`config.mk`:
```
export PLATFORM = sky130hd
export DESIGN_NAME = sca_comma_align_port
export DESIGN_NICKNAME = d
export VERILOG_FILES = /design/src/include/sca_pkg.sv /design/src/hdl/sca_comma_align_port.sv
export VERILOG_INCLUDE_DIRS = /design/src /design/src/include
export SDC_FILE = /design/constraint.sdc
export NUM_CORES = 1
export LEC_CHECK = 0
export BUFFER_PORTS_ARGS = -buffer_cell sky130_fd_sc_hd__buf_2
export CORE_ASPECT_RATIO = 1.25
export CORE_MARGIN = 4
export CORE_UTILIZATION = 40
export DETAILED_ROUTE_END_ITERATION = 12
export GPL_ROUTABILITY_DRIVEN = 1
export HOLD_SLACK_MARGIN = 0.12
export SLEW_MARGIN = 15
export SYNTH_ARGS = -nofsm -noshare
export SYNTH_HDL_FRONTEND = slang
export SYNTH_SLANG_ARGS = --single-unit
export TNS_END_PERCENT = 1
```
`constraint.sdc`:
```
create_clock -name core_clk_i -period 4.05 [get_ports core_clk_i]
set_input_delay 0.2025 -clock core_clk_i [delete_from_list [all_inputs] [get_ports core_clk_i]]
set_output_delay 0.2025 -clock core_clk_i [all_outputs]
set_load 0.01 [all_outputs]
```
`src/include/sca_cfg.svh`:
```
// constants for the comma-aligning serializer/deserializer port
`ifndef SCA_CFG_SVH
`define SCA_CFG_SVH

// ****************************************************************
// word and line geometry
// ****************************************************************
`define SCA_WORD_W        10
`define SCA_WIN_W         20
`define SCA_OFF_W         4
`define SCA_OFF_CNT       10
`define SCA_CTL_W         2

// ****************************************************************
// comma pattern, receive bits 0..6, bit 0 first in time
// ****************************************************************
`define SCA_COMMA_W       7
`define SCA_COMMA_PAT     7'h7C

// ****************************************************************
// reset and idle values
// ****************************************************************
`define SCA_WORD_ZERO     10'h000
`define SCA_WORD_ONES     10'h3FF
`define SCA_WIN_ZERO      20'h0_0000
`define SCA_OFF_RST       4'h0
`define SCA_CTL_RST       2'h0

// ****************************************************************
// control vector bit positions
// ****************************************************************
`define SCA_CTL_ALIGN     0
`define SCA_CTL_LOOP      1

// ****************************************************************
// timing
// ****************************************************************
`define SCA_CLK_MHZ       125
`define SCA_BITS_PER_TICK 10

`endif

```
`src/include/sca_pkg.sv`:
```
// types for the comma-aligning serializer/deserializer port
`default_nettype none
`include "sca_cfg.svh"

package sca_pkg;

	// differential serial beat, bit 0 is first in time
	typedef struct packed {
		logic [`SCA_WORD_W-1:0] pos;
		logic [`SCA_WORD_W-1:0] neg;
	} sca_line_type;

	// receive side output group
	typedef struct packed {
		logic [`SCA_WORD_W-1:0] word;
		logic                   comma_seen_flag;
	} sca_rx_type;

	// recovered clock phase, one-hot
	typedef enum logic [1:0] {
		SCA_PH_EVEN = 2'b01,
		SCA_PH_ODD  = 2'b10
	} sca_phase_type;

endpackage

`default_nettype wire

```
`src/hdl/sca_comma_align_port.sv`:
```
// comma-aligning 10-bit serializer/deserializer port, device side
// Contract
// - each ref tick rising edge captures all ten transmit bits together
// - transmit word goes out on the line bit zero first, bit nine last
// - ref tick is 125 MHz; line rate is ten bits per tick
// - two complementary recovered clocks run at one twentieth of line rate
// - a new receive word appears at each rising edge of either recovered clock
// - first received line bit lands in receive bit zero, later bits ascend
// - comma align enable high activates alignment and the comma flag; low silences flag
// - flag rises when output word bits zero to six hold the comma pattern
// - flag lasts half a recovered period, with the comma word, odd clock samples it
// - loopback select feeds the transmit stream back into the receive path
// - in loopback positive line output stays high, negative stays low
// - misplaced comma with alignment on shifts the word boundary to bits zero to six
// - misplaced means offset, straddling two words, or on the even clock word
// - alignment off keeps the word boundary fixed whatever data arrives
// - up to three words before the comma may be corrupted during realignment
`timescale 1ns/100ps
`default_nettype none
`include "sca_cfg.svh"

module sca_comma_align_port
	import sca_pkg::*;
(
	input  wire logic                   core_clk_i,
	input  wire logic                   resetn_i,
	input  wire logic [`SCA_WORD_W-1:0] tx_word_i,
	input  wire logic [`SCA_WORD_W-1:0] serial_rx_i,
	input  wire logic                   comma_align_enable_i,
	input  wire logic                   internal_loopback_sel_i,
	output var  sca_line_type           serial_tx_o,
	output var  sca_rx_type             rx_o,
	output logic                        recovered_clk_even_o,
	output logic                        recovered_clk_odd_o
);

	// ****************************************************************
	// reset release
	// ****************************************************************
	logic rst_meta_ff;
	logic rst_sync_ff;

	always_ff @(posedge core_clk_i or negedge resetn_i) begin
		if (!resetn_i) begin
			rst_meta_ff <= 1'b0;
			rst_sync_ff <= 1'b0;
		end else begin
			rst_meta_ff <= 1'b1;
			rst_sync_ff <= rst_meta_ff;
		end
	end

	wire logic rst_n;
	assign rst_n = rst_sync_ff;

	// ****************************************************************
	// control pin synchronisers, three stages, change once two agree
	// ****************************************************************
	logic [`SCA_CTL_W-1:0] ctl_raw;
	logic [`SCA_CTL_W-1:0] ctl_s1_ff;
	logic [`SCA_CTL_W-1:0] ctl_s2_ff;
	logic [`SCA_CTL_W-1:0] ctl_s3_ff;
	logic [`SCA_CTL_W-1:0] ctl_ff;

	assign ctl_raw[`SCA_CTL_ALIGN] = comma_align_enable_i;
	assign ctl_raw[`SCA_CTL_LOOP]  = internal_loopback_sel_i;

	genvar gi;
	generate
		for (gi = 0; gi < `SCA_CTL_W; gi = gi + 1) begin : g_sync
			always_ff @(posedge core_clk_i or negedge rst_n) begin
				if (!rst_n) begin
					ctl_s1_ff[gi] <= 1'b0;
					ctl_s2_ff[gi] <= 1'b0;
					ctl_s3_ff[gi] <= 1'b0;
					ctl_ff[gi]    <= 1'b0;
				end else begin
					ctl_s1_ff[gi] <= ctl_raw[gi];
					ctl_s2_ff[gi] <= ctl_s1_ff[gi];
					ctl_s3_ff[gi] <= ctl_s2_ff[gi];
					if (ctl_s2_ff[gi] == ctl_s3_ff[gi]) begin
						ctl_ff[gi] <= ctl_s3_ff[gi];
					end
				end
			end
		end
	endgenerate

	wire logic align_en;
	wire logic loop_en;
	assign align_en = ctl_ff[`SCA_CTL_ALIGN];
	assign loop_en  = ctl_ff[`SCA_CTL_LOOP];

	// ****************************************************************
	// transmit capture and line drive
	// ****************************************************************
	logic [`SCA_WORD_W-1:0] tx_hold_ff;

	// one word per tick, all bits at once
	always_ff @(posedge core_clk_i or negedge rst_n) begin
		if (!rst_n) begin
			tx_hold_ff <= `SCA_WORD_ZERO;
		end else begin
			tx_hold_ff <= tx_word_i;
		end
	end

	// beat bit 0 leaves first in time
	always_ff @(posedge core_clk_i or negedge rst_n) begin
		if (!rst_n) begin
			serial_tx_o.pos <= `SCA_WORD_ZERO;
			serial_tx_o.neg <= `SCA_WORD_ONES;
		end else if (loop_en) begin
			serial_tx_o.pos <= `SCA_WORD_ONES;
			serial_tx_o.neg <= `SCA_WORD_ZERO;
		end else begin
			serial_tx_o.pos <= tx_hold_ff;
			serial_tx_o.neg <= ~tx_hold_ff;
		end
	end

	// ****************************************************************
	// receive beat history
	// ****************************************************************
	logic [`SCA_WORD_W-1:0] rx_beat_ff;
	logic [`SCA_WORD_W-1:0] rx_prev_ff;
	logic [`SCA_WIN_W-1:0]  rx_win;

	always_ff @(posedge core_clk_i or negedge rst_n) begin
		if (!rst_n) begin
			rx_beat_ff <= `SCA_WORD_ZERO;
			rx_prev_ff <= `SCA_WORD_ZERO;
		end else begin
			rx_beat_ff <= loop_en ? tx_hold_ff : serial_rx_i;
			rx_prev_ff <= rx_beat_ff;
		end
	end

	// older beat in the low half, so bit index follows arrival order
	assign rx_win = {rx_beat_ff, rx_prev_ff};

	// ****************************************************************
	// comma search over every boundary offset
	// ****************************************************************
	function automatic logic [`SCA_WORD_W-1:0] word_at(
		input logic [`SCA_WIN_W-1:0] win,
		input logic [`SCA_OFF_W-1:0] off
	);
		word_at = win[off +: `SCA_WORD_W];
	endfunction

	function automatic logic is_comma(input logic [`SCA_WORD_W-1:0] w);
		is_comma = (w[`SCA_COMMA_W-1:0] == `SCA_COMMA_PAT);
	endfunction

	logic [`SCA_OFF_CNT-1:0] hit_vec;

	// covers in-word offsets and commas straddling two beats
	generate
		for (gi = 0; gi < `SCA_OFF_CNT; gi = gi + 1) begin : g_det
			assign hit_vec[gi] = is_comma(word_at(rx_win, (`SCA_OFF_W)'(gi)));
		end
	endgenerate

	logic                  hit;
	logic [`SCA_OFF_W-1:0] hit_off;

	// earliest comma in the window wins
	always_comb begin
		hit     = 1'b0;
		hit_off = `SCA_OFF_RST;
		for (int k = `SCA_OFF_CNT - 1; k >= 0; k--) begin
			if (hit_vec[k]) begin
				hit     = 1'b1;
				hit_off = k[`SCA_OFF_W-1:0];
			end
		end
	end

	// ****************************************************************
	// word boundary
	// ****************************************************************
	logic [`SCA_OFF_W-1:0] off_ff;
	logic [`SCA_OFF_W-1:0] nxt_off;
	logic                  realign;

	assign realign = align_en && hit;
	assign nxt_off = realign ? hit_off : off_ff;

	// reset value is just a starting point, not a known alignment
	always_ff @(posedge core_clk_i or negedge rst_n) begin
		if (!rst_n) begin
			off_ff <= `SCA_OFF_RST;
		end else begin
			off_ff <= nxt_off;
		end
	end

	// ****************************************************************
	// recovered clock phase
	// ****************************************************************
	sca_phase_type phase_ff;
	sca_phase_type nxt_phase;

	// comma word must be launched with the odd clock edge
	always_comb begin
		case (phase_ff)
			SCA_PH_EVEN: nxt_phase = SCA_PH_ODD;
			SCA_PH_ODD:  nxt_phase = realign ? SCA_PH_ODD : SCA_PH_EVEN;
			default:     nxt_phase = SCA_PH_EVEN;
		endcase
	end

	always_ff @(posedge core_clk_i or negedge rst_n) begin
		if (!rst_n) begin
			phase_ff <= SCA_PH_ODD;
		end else begin
			phase_ff <= nxt_phase;
		end
	end

	always_ff @(posedge core_clk_i or negedge rst_n) begin
		if (!rst_n) begin
			recovered_clk_even_o <= 1'b0;
			recovered_clk_odd_o  <= 1'b1;
		end else begin
			recovered_clk_even_o <= (nxt_phase == SCA_PH_EVEN);
			recovered_clk_odd_o  <= (nxt_phase == SCA_PH_ODD);
		end
	end

	// ****************************************************************
	// receive word and comma flag
	// ****************************************************************
	always_ff @(posedge core_clk_i or negedge rst_n) begin
		if (!rst_n) begin
			rx_o.word            <= `SCA_WORD_ZERO;
			rx_o.comma_seen_flag <= 1'b0;
		end else begin
			rx_o.word            <= word_at(rx_win, nxt_off);
			rx_o.comma_seen_flag <= align_en && is_comma(word_at(rx_win, nxt_off));
		end
	end

endmodule

`default_nettype wire

```
Word-level counts from Yosys, hierarchy flattened
Index checks and enable logic that the tools add are counted.
Storage, ports and cells
  input port bits: 24
  flip-flop bits (word level): 79
  logic and storage cells: 67
  output and inout port bits: 33
Cells by class
  reductions and logical operators: 2
  muxes and demuxes: 25
  bitwise operators: 1
  shifts and indexed selects: 1
  equal/unequal tests: 17
Operators with widths (count)
  $eq 7x7->1 const B: 11
  $mux 4: 11
  $mux 20: 1
  $shiftx 20x5->10: 1
  $mux 1: 10
  $mux 10: 1
  $not 10->10: 1
  $eq 2x1->1 const B: 2
  $eq 2x2->1 const B: 2
  $pmux 2 s2: 1
  $eq 1x1->1: 2
  $logic_and 1x1->1: 2
  $mux 2: 1

Depth between registers and ports, before layout
Gate-level depths: netlist of the first run.
  depth in word-level cells: 16
  depth in mapped cells: 12
  gate-level depth less buffers: 10

Worst setup path after synthesis of the first run
OpenSTA, ideal clock, no wires.
  path type: register to register
  from: register rx_prev_ff[6]
  to: register rx_o[0] (netlist name)
  data arrival time: 2.574 ns
  slack: 1.409 ns
  stages on the path, launching flop included: 11
  path buffers: 0
  clock period less this slack: 2.641 ns
  cells stage by stage: dfrtp_1 > nand2b_1 > a2111oi_4 > o211a_1 > nor2_4 > inv_2 > mux2i_1 > a2111o_1 > o211ai_1 > a2111oi_2 > and4_1
Between the ends
  word-level cells in the longest chain between the ends: 13
Ends and longest elaborated chain
  start, declared: line sca_comma_align_port.sv:126  | logic [`SCA_WORD_W-1:0] rx_prev_ff;
  start signal, assigned: line sca_comma_align_port.sv:132  | rx_prev_ff <= `SCA_WORD_ZERO;
  start signal, assigned: line sca_comma_align_port.sv:135  | rx_prev_ff <= rx_beat_ff;
  $eq 7x7->1 (no source line)
  $mux 1 (7 in series): line sca_comma_align_port.sv:173  | if (hit_vec[k]) begin
  $logic_and 1x1->1: line sca_comma_align_port.sv:187  | assign realign = align_en && hit;
  $mux 4: line sca_comma_align_port.sv:188  | assign nxt_off = realign ? hit_off : off_ff;
  $shiftx 20x5->10 (*): line sca_comma_align_port.sv:149  | word_at = win[off +: `SCA_WORD_W];
  $eq 7x7->1 (no source line) (*)
  $logic_and 1x1->1 (*): line sca_comma_align_port.sv:241  | rx_o.comma_seen_flag <= align_en && is_comma(word_at(rx_win, nxt_off));
  end, declared: line sca_comma_align_port.sv:32  | output var sca_rx_type rx_o,
Mark *: on every way between the ends. The rest lies on a longest branch, timed or not.
A chain may end at the register's enable or synchronous reset.

Worst setup path after layout of the first run
  from: register rx_beat_ff[0]
  to: register rx_o[0] (netlist name)
Between the ends
  word-level cells in the longest chain between the ends: 16
Ends and longest elaborated chain
  start, declared: line sca_comma_align_port.sv:125  | logic [`SCA_WORD_W-1:0] rx_beat_ff;
  start signal, assigned: line sca_comma_align_port.sv:131  | rx_beat_ff <= `SCA_WORD_ZERO;
  start signal, assigned: line sca_comma_align_port.sv:134  | rx_beat_ff <= loop_en ? tx_hold_ff : serial_rx_i;
  $eq 7x7->1 (no source line)
  $mux 1 (10 in series): line sca_comma_align_port.sv:173
  $logic_and 1x1->1: line sca_comma_align_port.sv:187
  $mux 4: line sca_comma_align_port.sv:188
  $shiftx 20x5->10 (*): line sca_comma_align_port.sv:149
  $eq 7x7->1 (no source line) (*)
  $logic_and 1x1->1 (*): line sca_comma_align_port.sv:241
Marks and branches as above.

==> results of run 1 <==
==> layout make-up <==
cell class                 count  share of cell area [%]
tap                          120                   3.436
timing repair buffer          80                   11.86
multi-input combinational    183                   32.79
sequential                    79                   45.68
clock buffer                  12                   3.551
inverter                      20                   1.718
clock inverter                 3                  0.9737
==> sequential cells by signal, summed over array words and instances, names as in the netlist <==
name,cells
tx_hold_ff,10
phase_ff,2
ctl_s2_ff,2
ctl_s3_ff,2
rx_prev_ff,10
rst_meta_ff,1
ctl_s1_ff,2
align_en,1
rx_o,11
serial_tx_o,20
rst_n,1
off_ff,4
rx_beat_ff,10
recovered_clk_odd_o,1
recovered_clk_even_o,1
loop_en,1
==> through the flow <==
| stage | power, mW | util (%) | std cells | setup slack [ns] |
|---|---|---|---|---|
| 2_1_floorplan | 1.594 | - | 293 | 1.409 |
| 3_3_place_gp | 1.795 | 45.30 | 459 | 0.7474 |
| 3_5_place_dp | 1.791 | 45.30 | 459 | 0.6838 |
| 4_1_cts | 2.400 | 50.22 | 497 | 0.6850 |
| 5_1_grt | 2.523 | 50.22 | 497 | 0.4237 |
| 6_report | 2.383 | 50.22 | 497 | 0.6478 |
==> logic make-up after synthesis <==
group                    synth area share, %
AO/OA/AOI/OAI                          16.20
adder cells (fa/ha/maj)                1.265
buffers and inverters                  3.830
flip-flops                             55.94
multiplexers                           12.09
other                                 0.1053
AND/OR/NAND/NOR                        10.58
==> cells in the mapped netlist, types with 5 or more instances <==
cell      number  area [um2]
dfrtp_1       67        1677
nand2_1       13       48.80
o21ai_0        6       30.03
a21oi_1       11       55.05
nor3_1         5       25.02
a211oi_1       5       37.54
nor2_1        16       60.06
mux2i_1       27       270.3
inv_1         17       63.81
and2_1         7       43.79
dfstp_2       12       315.3
nand2b_1       6       37.54
nor2b_1        5       31.28
mux2_2        11       123.9
==> power breakdown <==
group,internal [mW],switching (mW)
combinational,0.341,0.453
clock,0.314,0.271
sequential,0.913,0.0905
==> layer usage <==
layer | track usage, % | share of wire (%)
met5 | 0 | 0
met4 | 8.722 | 3.9
met3 | 4.024 | 5.5
met2 | 25.90 | 50
met1 | 19.25 | 40
==> worst max path at each step <==
stage | endpoint | slack (ns) | cells past startpoint
finish | rx_o[0] | 0.65 | 10
global route | rx_o[0] | 0.42 | 10
CTS | rx_o[0] | 0.69 | 10
detailed placement | rx_o[0] | 0.68 | 10
global placement | rx_o[0] | 0.75 | 10
floorplan | rx_o[0] | 1.41 | 10
==> worst max-delay path, stage by stage, from the launching register on <==
cell	delay (ns)
dfrtp_1	0.50
nor2b_1	0.24
o2111ai_1	0.23
and2_1	0.24
o21ai_2	0.60
inv_2	0.31
mux2i_1	0.20
mux4_2	0.48
mux2i_2	0.20
a2111oi_2	0.06
and4_1	0.23
==> summary.md, run 1 <==
| Metric | Value |
|---|---|
| Die width | between 90 and 100 um |
| Register area | approximately 0.0020 mm2 |
| Max-Cap Viols | 0 |
| Pin count of the biggest net entering global routing | 78 |
| Post-synth net total | 319 |
| Flops & latches, synth | 79 |
| Mapped Avg Cell Area | roughly 12 um2 |
| First-pass DRT Iterations | 4 |
| IO buf count | 56 |
| Hold Crit Class | in -> async |
| Clk buf depth | 2 |
| Via count of the first global-routing pass | roughly 2600 |
| CTS Buf Count | 9 |
| Worst-Margin Slew | 0.9243 ns |
| Top-level I/O count | 57 |
| Post-synthesis sequential area ratio | between 50 and 60% |
| GR Overflow Total | 0 |
| Area delta synth->final | 22.70% |
| R2R depth | 10 |
| WP data arrival | around 3.6 ns |
| Vias/cell | approximately 5.2 |
| Cts-stage hold buffer count | 23 |
| Critical-path maximum fanout | 16 |
| Worst skew pair latency | 0.35 ns |
| Crit path time final | approximately 3.4 ns |
| Row cnt | 38 |
| Synth Flop Type | dfrtp_1 |
| Pwr/cell area | approximately 550 mW/mm2 |
| Fin. Hold Viols | 0 |
| Ant diodes | 0 |
| Die area | about 0.010 mm2 |
| Multi-input logic area | approximately 0.0014 mm2 |
| Drt total wl | approximately 7900 um |
| Core Area | between 0.008 and 0.009 mm2 |
| First DRT Iteration DRCs | 256 |
| Ys Warns | 0 |
| Dpl cell area | a little under 0.004 mm2 |
| Post-Syn Area | 0.003561 mm2 |
| Routed len/inst | between 15 and 20 um |
| Synth Instances | about 290 |
| DRC | 0 |
| Final instance area | roughly 0.0044 mm2 |
| RSZ-0062 raised after global routing | false |
| Clock skew | approximately 0.0097 ns |
| Netlist cell types | 63 |
| Final setup fails | 0 |
| H-tree levels | 3 |
| Setup crit start kind | register |
| Crit share post-route | 84.00% |
| Global-route wire length before repair | about 13000 um |
| CP required | ~4.3 ns |
| Critical Path Source | rx_beat_ff[0] |
| F_max | 293.9 MHz |
| Clk pin slew, worst setup/hold paths | around 0.070 ns |
| CTS tree | yes |
| Sink Count | slightly below 80 |
| Fillers | 768 |
| Share of layout cells above drive strength 1 | between 30% and 40% |
| Slew Limit Fails | 0 |
| Leak | 1.936 nW |
| Fraction of registers with async set/reset | 100.0% |
| Worst setup path class | reg -> reg |
| Total Nets Final | 399 |
| Critical Path End Type | register |
| R2r endpoint | rx_o[0] |
| WHS | approximately 0.18 ns |
| DP Wirelength | between 5000 and 6000 um |
| Antenna Nets Post-Route | 0 |
| FF-to-FF setup slack | 0.65 ns |
| Total global-route track usage | about 16% |
| Worst vdd ir | 0.0002595 V |
| Postcts setup bufs | 0 |
| DR vias | 2602 |
| Status | complete, no violations |
| Most frequent cells in the layout | 66 x dfrtp_1, 56 x buf_2, 27 x mux2i_1 |
| Leading cell type in the layout, fill and taps excluded | dfrtp_1 |
| Worst r2r src | rx_beat_ff[0] |
| Initial Util | approximately two fifths |
| EDFF count, synth | 0 |
| Clk root buf | clkbuf_8 |
| Initial antenna violation count | 0 |
| GPL Wtd Cong | between 0.8 and 0.9 |
| Setup TNS | 0 ns |
| Post-CTS Resized | 0 |
| Slew headroom | 38.38% |
| Die height | around 110 um |
Note: power is estimated with default switching activity, not from simulation.
==> run 2: changes to the inputs <==
==> constraint.sdc (replaced) <==
create_clock -name core_clk_i -period 3.5 [get_ports core_clk_i]
set_input_delay 0.175 -clock core_clk_i [delete_from_list [all_inputs] [get_ports core_clk_i]]
set_output_delay 0.175 -clock core_clk_i [all_outputs]
set_load 0.01 [all_outputs]
==> run 2 against run 1 <==
Net effect: sequential power rose by 16%; via count rose by 1.2%; register-to-register slack got worse by 0.35 ns; clock-buffer cell count did not move; hold slack improved by 0.17 ns; first-iteration DRC count fell by 17%; critical path type unchanged; critical endpoint unchanged; largest power group unchanged.
==> summary.md, run 2 (same netlist as run 1, synthesis figures left out) <==
| Metric | Value |
|---|---|
| Routed len/inst | 15.87 um (was 15.83 um) |
| First DRT Iteration DRCs | 212 (was 256) |
| Util after Layout | 51.06% (was 50.22%) |
| Clock skew | 0.007523 ns (was 0.009702 ns) |
| R2R depth | 10 (unchanged) |
| Worst r2r src | rx_beat_ff[1] (was rx_beat_ff[0]) |
| H-tree levels | 3 (unchanged) |
| Hold path cells | 0 |
| Crit path time final | 3.202 ns (was 3.402 ns) |
| Hold path start | rst_meta_ff |
| Endpoint, Worst Hold | rst_n |
| R2r endpoint | rx_o[0] (unchanged) |
| Leading cell type in the layout, fill and taps excluded | dfrtp_1 (unchanged) |
| Top Registers | serial_tx_o (20), rx_o (11) (unchanged) |
| Fillers | 779 (was 768) |
| RSZ-0062 raised after global routing | false (unchanged) |
| Fin. Hold Viols | 0 (unchanged) |
| Die height | 113.5 um (unchanged) |
| Final instance area | 0.004443 mm2 (was 0.004369 mm2) |
| Critical Path Slowest Stage Cell | dfrtp_1 (was o21ai_2) |
| GR Overflow Total | 0 (unchanged) |
| WP data arrival | 3.50 ns (was 3.64 ns) |
| F_max | 312.3 MHz (was 293.9 MHz) |
| Worst Path Buf+Inv | 1 (unchanged) |
| Hold Crit Class | reg -> reg (was in -> async) |
| Leak | 1.975 nW (was 1.936 nW) |
| DR vias | 2632 (was 2602) |
| Antenna Nets Post-Route | 0 (unchanged) |
| Clk buf depth | 2 (unchanged) |
| IO buf count | 56 (unchanged) |
| Most frequent cells in the layout | 66 x dfrtp_1, 56 x buf_2, 27 x mux2i_1 (unchanged) |
| Status | complete, no violations (unchanged) |
| Clk root buf | clkbuf_8 (unchanged) |
| Slowest cell delay on critical path | 0.59 ns (was 0.60 ns) |
| Ant diodes | 0 (unchanged) |
| Drt total wl | 7984 um (was 7866 um) |
| Area delta synth->final | 24.77% (was 22.70%) |
| GPL Wtd Cong | 0.9301 (was 0.8885) |
| Initial antenna violation count | 0 (unchanged) |
| Die area | 0.01049 mm2 (unchanged) |
| Non-filler instance count after layout | 503 (was 497) |
| Total power | 2.882 mW (was 2.383 mW) |
| Register bank with the most flops | serial_tx_o (unchanged) |
| Critical Path End Type | register (unchanged) |
| Sink Count | 79 (unchanged) |
| Core Area | 0.008701 mm2 (unchanged) |
| FF-to-FF setup slack | 0.30 ns (was 0.65 ns) |
| CTS tree | yes (unchanged) |
| Share of layout cells above drive strength 1 | 31.59% (was 30.77%) |
| Worst setup path class | reg -> reg (unchanged) |
| Global-route wire length before repair | 13610 um (was 12930 um) |
| Post-place setup slack | 0.3467 ns (was 0.6838 ns) |
| Final setup fails | 0 (unchanged) |
| Setup TNS | 0 ns (unchanged) |
| Worst skew pair latency | 0.36 ns (was 0.35 ns) |
| Clk pin slew, worst setup/hold paths | 0.08 ns (was 0.07 ns) |
| Post-CTS Resized | 0 (unchanged) |
| Row cnt | 38 (unchanged) |
| Vias/cell | 5.233 (was 5.235) |
| Crit-path leading delay family | compound AO/OA/AOI/OAI gates (unchanged) |
| Slew Limit Fails | 0 (unchanged) |
| Largest register FFs | 20 (unchanged) |
| Worst-Margin Slew | 0.9534 ns (was 0.9243 ns) |
| First-pass DRT Iterations | 4 (unchanged) |
| Max-Cap Viols | 0 (unchanged) |
| Fin worst setup slack | 0.2976 ns (was 0.6478 ns) |
| Total Nets Final | 404 (was 399) |
| Top-level I/O count | 57 (unchanged) |
| Placed cells | 463 (was 459) |
| Die width | 92.39 um (unchanged) |
| Via count of the first global-routing pass | 2749 (was 2620) |
| CTS Buf Count | 9 (unchanged) |
| Total global-route track usage | 16.77% (was 15.89%) |
| DRC | 0 (unchanged) |
| CP required | 3.79 ns (was 4.28 ns) |
| Slew headroom | 36.44% (was 38.38%) |
| Crit share post-route | 91.50% (was 84.00%) |
| Initial Util | 40.93% (unchanged) |
| Dpl cell area | 0.003971 mm2 (was 0.003941 mm2) |
| DP Wirelength | 5521 um (was 5467 um) |
| Setup crit start kind | register (unchanged) |
| Pwr/cell area | 648.7 mW/mm2 (was 545.5 mW/mm2) |
| Pin count of the biggest net entering global routing | 78 (unchanged) |
| WHS | 0.3498 ns (was 0.1791 ns) |
| Critical-path maximum fanout | 18 (was 16) |
| Cell Chain, Critical Path | nand2b_1 -> a211oi_4 -> o41ai_2 -> nor2_4 -> inv_2 -> a221oi_1 -> a2111o_1 -> o211ai_1 -> a2111oi_2 -> and4_1 (was nor2b_1 -> o2111ai_1 -> and2_1 -> o21ai_2 -> inv_2 -> mux2i_1 -> mux4_2 -> mux2i_2 -> a2111oi_2 -> and4_1) |
| Worst vdd ir | 0.0003430 V (was 0.0002595 V) |
[run 2: cell type report]
type,count,area (um2),area share [%]
Tap cell,120,150.1,3.379
Timing Repair Buffer,85,558.0,12.56
Sequential cell,79,1996,44.92
Clock inverter,4,76.32,1.718
Clock buffer,12,155.1,3.492
Inverter,20,75.07,1.690
Multi-Input combinational cell,183,1433,32.24
[run 2: where the power goes]
part	switching (mW)	internal (mW)	total [mW]	leakage (nW)
combinational	0.535	0.417	0.951	0.970
clock	0.326	0.443	0.769	0.113
sequential	0.106	1.06	1.16	0.892
total	0.966	1.92	2.88	1.97
[run 2: worst max path at each step]
stage                              from  endpoint  slack (ns)  cells past startpoint
after floorplan           rx_prev_ff[6]   rx_o[0]        0.86                     10
after global placement    rx_prev_ff[9]   rx_o[0]        0.38                     10
after detailed placement  rx_beat_ff[1]   rx_o[0]        0.35                     10
after CTS                 rx_beat_ff[1]   rx_o[0]        0.32                     10
after global routing      rx_beat_ff[0]   rx_o[0]        0.03                     10
final                     rx_beat_ff[1]   rx_o[0]        0.30                     10
[run 2: layer usage]
layer	track usage (%)	routed length, um	up-vias
met5	0	0	-
met4	9.613	280	0
met3	3.892	374	24
met2	28.27	4115	90
met1	19.54	3213	1289
li1	-	-	1229
[run 2: repair_timing]
action / 4_1_cts / 5_1_grt
buffers inserted: 0 / 0
endpoints found under the hold margin: 24 / 0
hold buffers: 24 / 0
endpoints found under the setup margin: 0 / 0
==> run 3: changes to the inputs <==
--- a/config.mk
+++ b/config.mk
@@ -8,11 +8,11 @@
 export LEC_CHECK = 0
 export BUFFER_PORTS_ARGS = -buffer_cell sky130_fd_sc_hd__buf_2
 export CORE_ASPECT_RATIO = 1.25
-export CORE_MARGIN = 4
 export CORE_UTILIZATION = 40
 export DETAILED_ROUTE_END_ITERATION = 12
 export GPL_ROUTABILITY_DRIVEN = 1
 export HOLD_SLACK_MARGIN = 0.12
+export REMOVE_ABC_BUFFERS = 1
 export SLEW_MARGIN = 15
 export SYNTH_ARGS = -nofsm -noshare
 export SYNTH_HDL_FRONTEND = slang
==> run 3 against run 2 <==
Net effect: cell area decreased by 0.73%; register-to-register slack improved by 0.05 ns; routed wire length increased by 1.7%; highest routed layer unchanged; hold slack got worse by 0.00066 ns; core utilization decreased by 0.095 points; critical path depth unchanged; critical path type unchanged; non-clock buffer count increased by 1; flip-flop and latch count unchanged; clock skew increased by 0.0038 ns.
==> summary.md, run 3 (same netlist as run 1, synthesis figures left out) <==
| Metric | Value |
|---|---|
| Status | complete, no violations (unchanged) |
| Global-route wire length before repair | 13210 um (was 13610 um) |
| Worst-Margin Slew | 0.9640 ns (was 0.9534 ns) |
| Multi-input logic area | 0.001433 mm2 (unchanged) |
| Clk root buf | clkbuf_8 (unchanged) |
| Sink Count | 79 (unchanged) |
| H-tree levels | 3 (unchanged) |
| Top-level I/O count | 57 (unchanged) |
| Register area | 0.001996 mm2 (unchanged) |
| First DRT Iteration DRCs | 251 (was 212) |
| Initial antenna violation count | 0 (unchanged) |
| Worst Path Buf+Inv | 1 (unchanged) |
| Clk pin slew, worst setup/hold paths | 0.08 ns (about the same) |
| Pin count of the biggest net entering global routing | 78 (unchanged) |
| Dpl cell area | 0.003979 mm2 (was 0.003971 mm2) |
| First-pass DRT Iterations | 4 (unchanged) |
| Post-CTS Resized | 0 (unchanged) |
| Postcts setup bufs | 0 (unchanged) |
| Worst skew pair latency | 0.35 ns (was 0.36 ns) |
| Hold path cells | 0 (unchanged) |
| CTS Buf Count | 9 (unchanged) |
| GR Overflow Total | 0 (unchanged) |
| Hold Crit Class | reg -> reg (unchanged) |
| DP Wirelength | 5600 um (was 5521 um) |
| Worst vdd ir | 0.0003124 V (was 0.0003430 V) |
| Total global-route track usage | 19.13% (was 16.77%) |
| Grt met2 use | 31.75% (was 28.27%) |
| Cell Chain, Critical Path | nand2b_1 -> a2111oi_4 -> o211a_1 -> nor2_4 -> inv_2 -> mux2i_1 -> a2111o_1 -> o211ai_1 -> a2111oi_2 -> and4_1 (was nand2b_1 -> a211oi_4 -> o41ai_2 -> nor2_4 -> inv_2 -> a221oi_1 -> a2111o_1 -> o211ai_1 -> a2111oi_2 -> and4_1) |
| Final instance area | 0.004410 mm2 (was 0.004443 mm2) |
| Die width | 86.39 um (was 92.39 um) |
| Final setup fails | 0 (unchanged) |
| Stages on worst setup path | 10 (unchanged) |
| Core Area | 0.008653 mm2 (was 0.008701 mm2) |
| Leading cell type in the layout, fill and taps excluded | dfrtp_1 (unchanged) |
| Total power | 2.788 mW (was 2.882 mW) |
| Critical-path maximum fanout | 14 (was 18) |
| Initial Util | 41.15% (was 40.93%) |
| F_max | 317.1 MHz (was 312.3 MHz) |
| Top Registers | serial_tx_o (20), rx_o (11) (unchanged) |
| Worst r2r src | rx_prev_ff[6] (was rx_beat_ff[1]) |
| Crit share post-route | 90.10% (was 91.50%) |
| Area delta synth->final | 23.86% (was 24.77%) |
| Fin. Hold Viols | 0 (unchanged) |
| Worst setup path class | reg -> reg (unchanged) |
| Pwr/cell area | 632.1 mW/mm2 (was 648.7 mW/mm2) |
| Most frequent cells in the layout | 66 x dfrtp_1, 56 x buf_2, 27 x mux2i_1 (unchanged) |
| Total Nets Final | 405 (was 404) |
| Antenna Nets Post-Route | 0 (unchanged) |
| Critical Path Source | rx_prev_ff[6] (was rx_beat_ff[1]) |
| RSZ-0062 raised after global routing | false (unchanged) |
| WP data arrival | 3.44 ns (was 3.50 ns) |
| Hold path start | ctl_s1_ff[0] (was rst_meta_ff) |
| Met3 GRT Util | 3.758% (was 3.892%) |
| Die height | 107.5 um (was 113.5 um) |
| Vias/cell | 5.230 (was 5.233) |
| Max-Cap Viols | 0 (unchanged) |
| Via count of the first global-routing pass | 2587 (was 2749) |
| Routed len/inst | 16.10 um (was 15.87 um) |
| Setup TNS | 0 ns (unchanged) |
| R2R depth | 10 (unchanged) |
| Clock skew | 0.01131 ns (was 0.007523 ns) |
| Drt total wl | 8116 um (was 7984 um) |
| Leak | 1.959 nW (was 1.975 nW) |
| Slowest cell delay on critical path | 0.56 ns (was 0.59 ns) |
| Slew headroom | 35.74% (was 36.44%) |
| Fillers | 808 (was 779) |
| IO buf count | 56 (unchanged) |
| Row cnt | 38 (unchanged) |
| Die area | 0.009286 mm2 (was 0.01049 mm2) |
| Ant diodes | 0 (unchanged) |
| Clk buf depth | 2 (unchanged) |
| Critical Path End Type | register (unchanged) |
| M1 GR Usage | 23.61% (was 19.54%) |
| Share of layout cells above drive strength 1 | 31.25% (was 31.59%) |
| CTS tree | yes (unchanged) |
| Setup crit start kind | register (unchanged) |
| Critical Path Slowest Stage Cell | a2111oi_4 (was dfrtp_1) |
| Largest register FFs | 20 (unchanged) |
| GPL Wtd Cong | 0.8744 (was 0.9301) |
| Crit-path leading delay family | compound AO/OA/AOI/OAI gates (unchanged) |
| Slew Limit Fails | 0 (unchanged) |
| DRC | 0 (unchanged) |
| Busiest grt layer | met2 (unchanged) |
| Crit path time final | 3.154 ns (was 3.202 ns) |
| DR vias | 2636 (was 2632) |
| Register bank with the most flops | serial_tx_o (unchanged) |
| CP required | 3.79 ns (about the same) |
-- run 3: cell type report --
type                            count  share of cell area [%]
Sequential cell                    79                   45.25
Multi-Input combinational cell    183                   32.48
Timing Repair Buffer               86                   12.82
Tap cell                          120                   3.404
Clock buffer                       13                   3.376
Inverter                           20                   1.702
Clock inverter                      3                  0.9645
-- run 3: worst reg2reg max path: stages, from the launching register on --
cell and delay, ns:
dfrtp_1 0.47, nand2b_1 0.21, a2111oi_4 0.56, o211a_1 0.28, nor2_4 0.06, inv_2 0.22, mux2i_1 0.41, a2111o_1 0.20
o211ai_1 0.13, a2111oi_2 0.32, and4_1 0.23
-- run 3: where the power goes --
part / total [mW] / switching [mW] / internal (mW)
clock network: 0.666 / 0.317 / 0.349
logic: 0.956 / 0.544 / 0.412
registers: 1.17 / 0.110 / 1.06
-- run 3: path summary, 6_finish.rpt --
check / to / slack, ns
hold / removal: ctl_s2_ff[0] / 0.35
max in group asynchronous: tx_hold_ff[2] / 2.40
setup / recovery: rx_o[0] / 0.35
hold reg to reg: ctl_s2_ff[0] / 0.35
min in group asynchronous: rx_beat_ff[9] / 0.48
setup reg to reg: rx_o[0] / 0.35
-- run 3: what timing repair did --
item,4_1_cts,5_1_grt
setup endpoints to repair,0,0
hold buffers,24,0
endpoints found under the hold margin,24,0
-- run 3: stage by stage --
| step | utilization [%] | hold slack [ns] | instances | worst slack (ns) |
|---|---|---|---|---|
| after floorplan | - | -0.1206 | 282 | 0.09124 |
| after global placement | 45.98 | -0.04020 | 464 | 0.4215 |
| after detailed placement | 45.98 | -0.03601 | 464 | 0.3848 |
| after CTS | 50.97 | 0.3542 | 504 | 0.3740 |
| after global routing | 50.97 | 0.3594 | 504 | 0.1347 |
| final | 50.97 | 0.3492 | 504 | 0.3465 |
-- run 3: layer usage --
metal / share of wire, % / wire length (um)
met1: 43 / 3516
met2: 50 / 4076
met3: 3.7 / 298
met5: 0 / 0
met4: 2.7 / 223
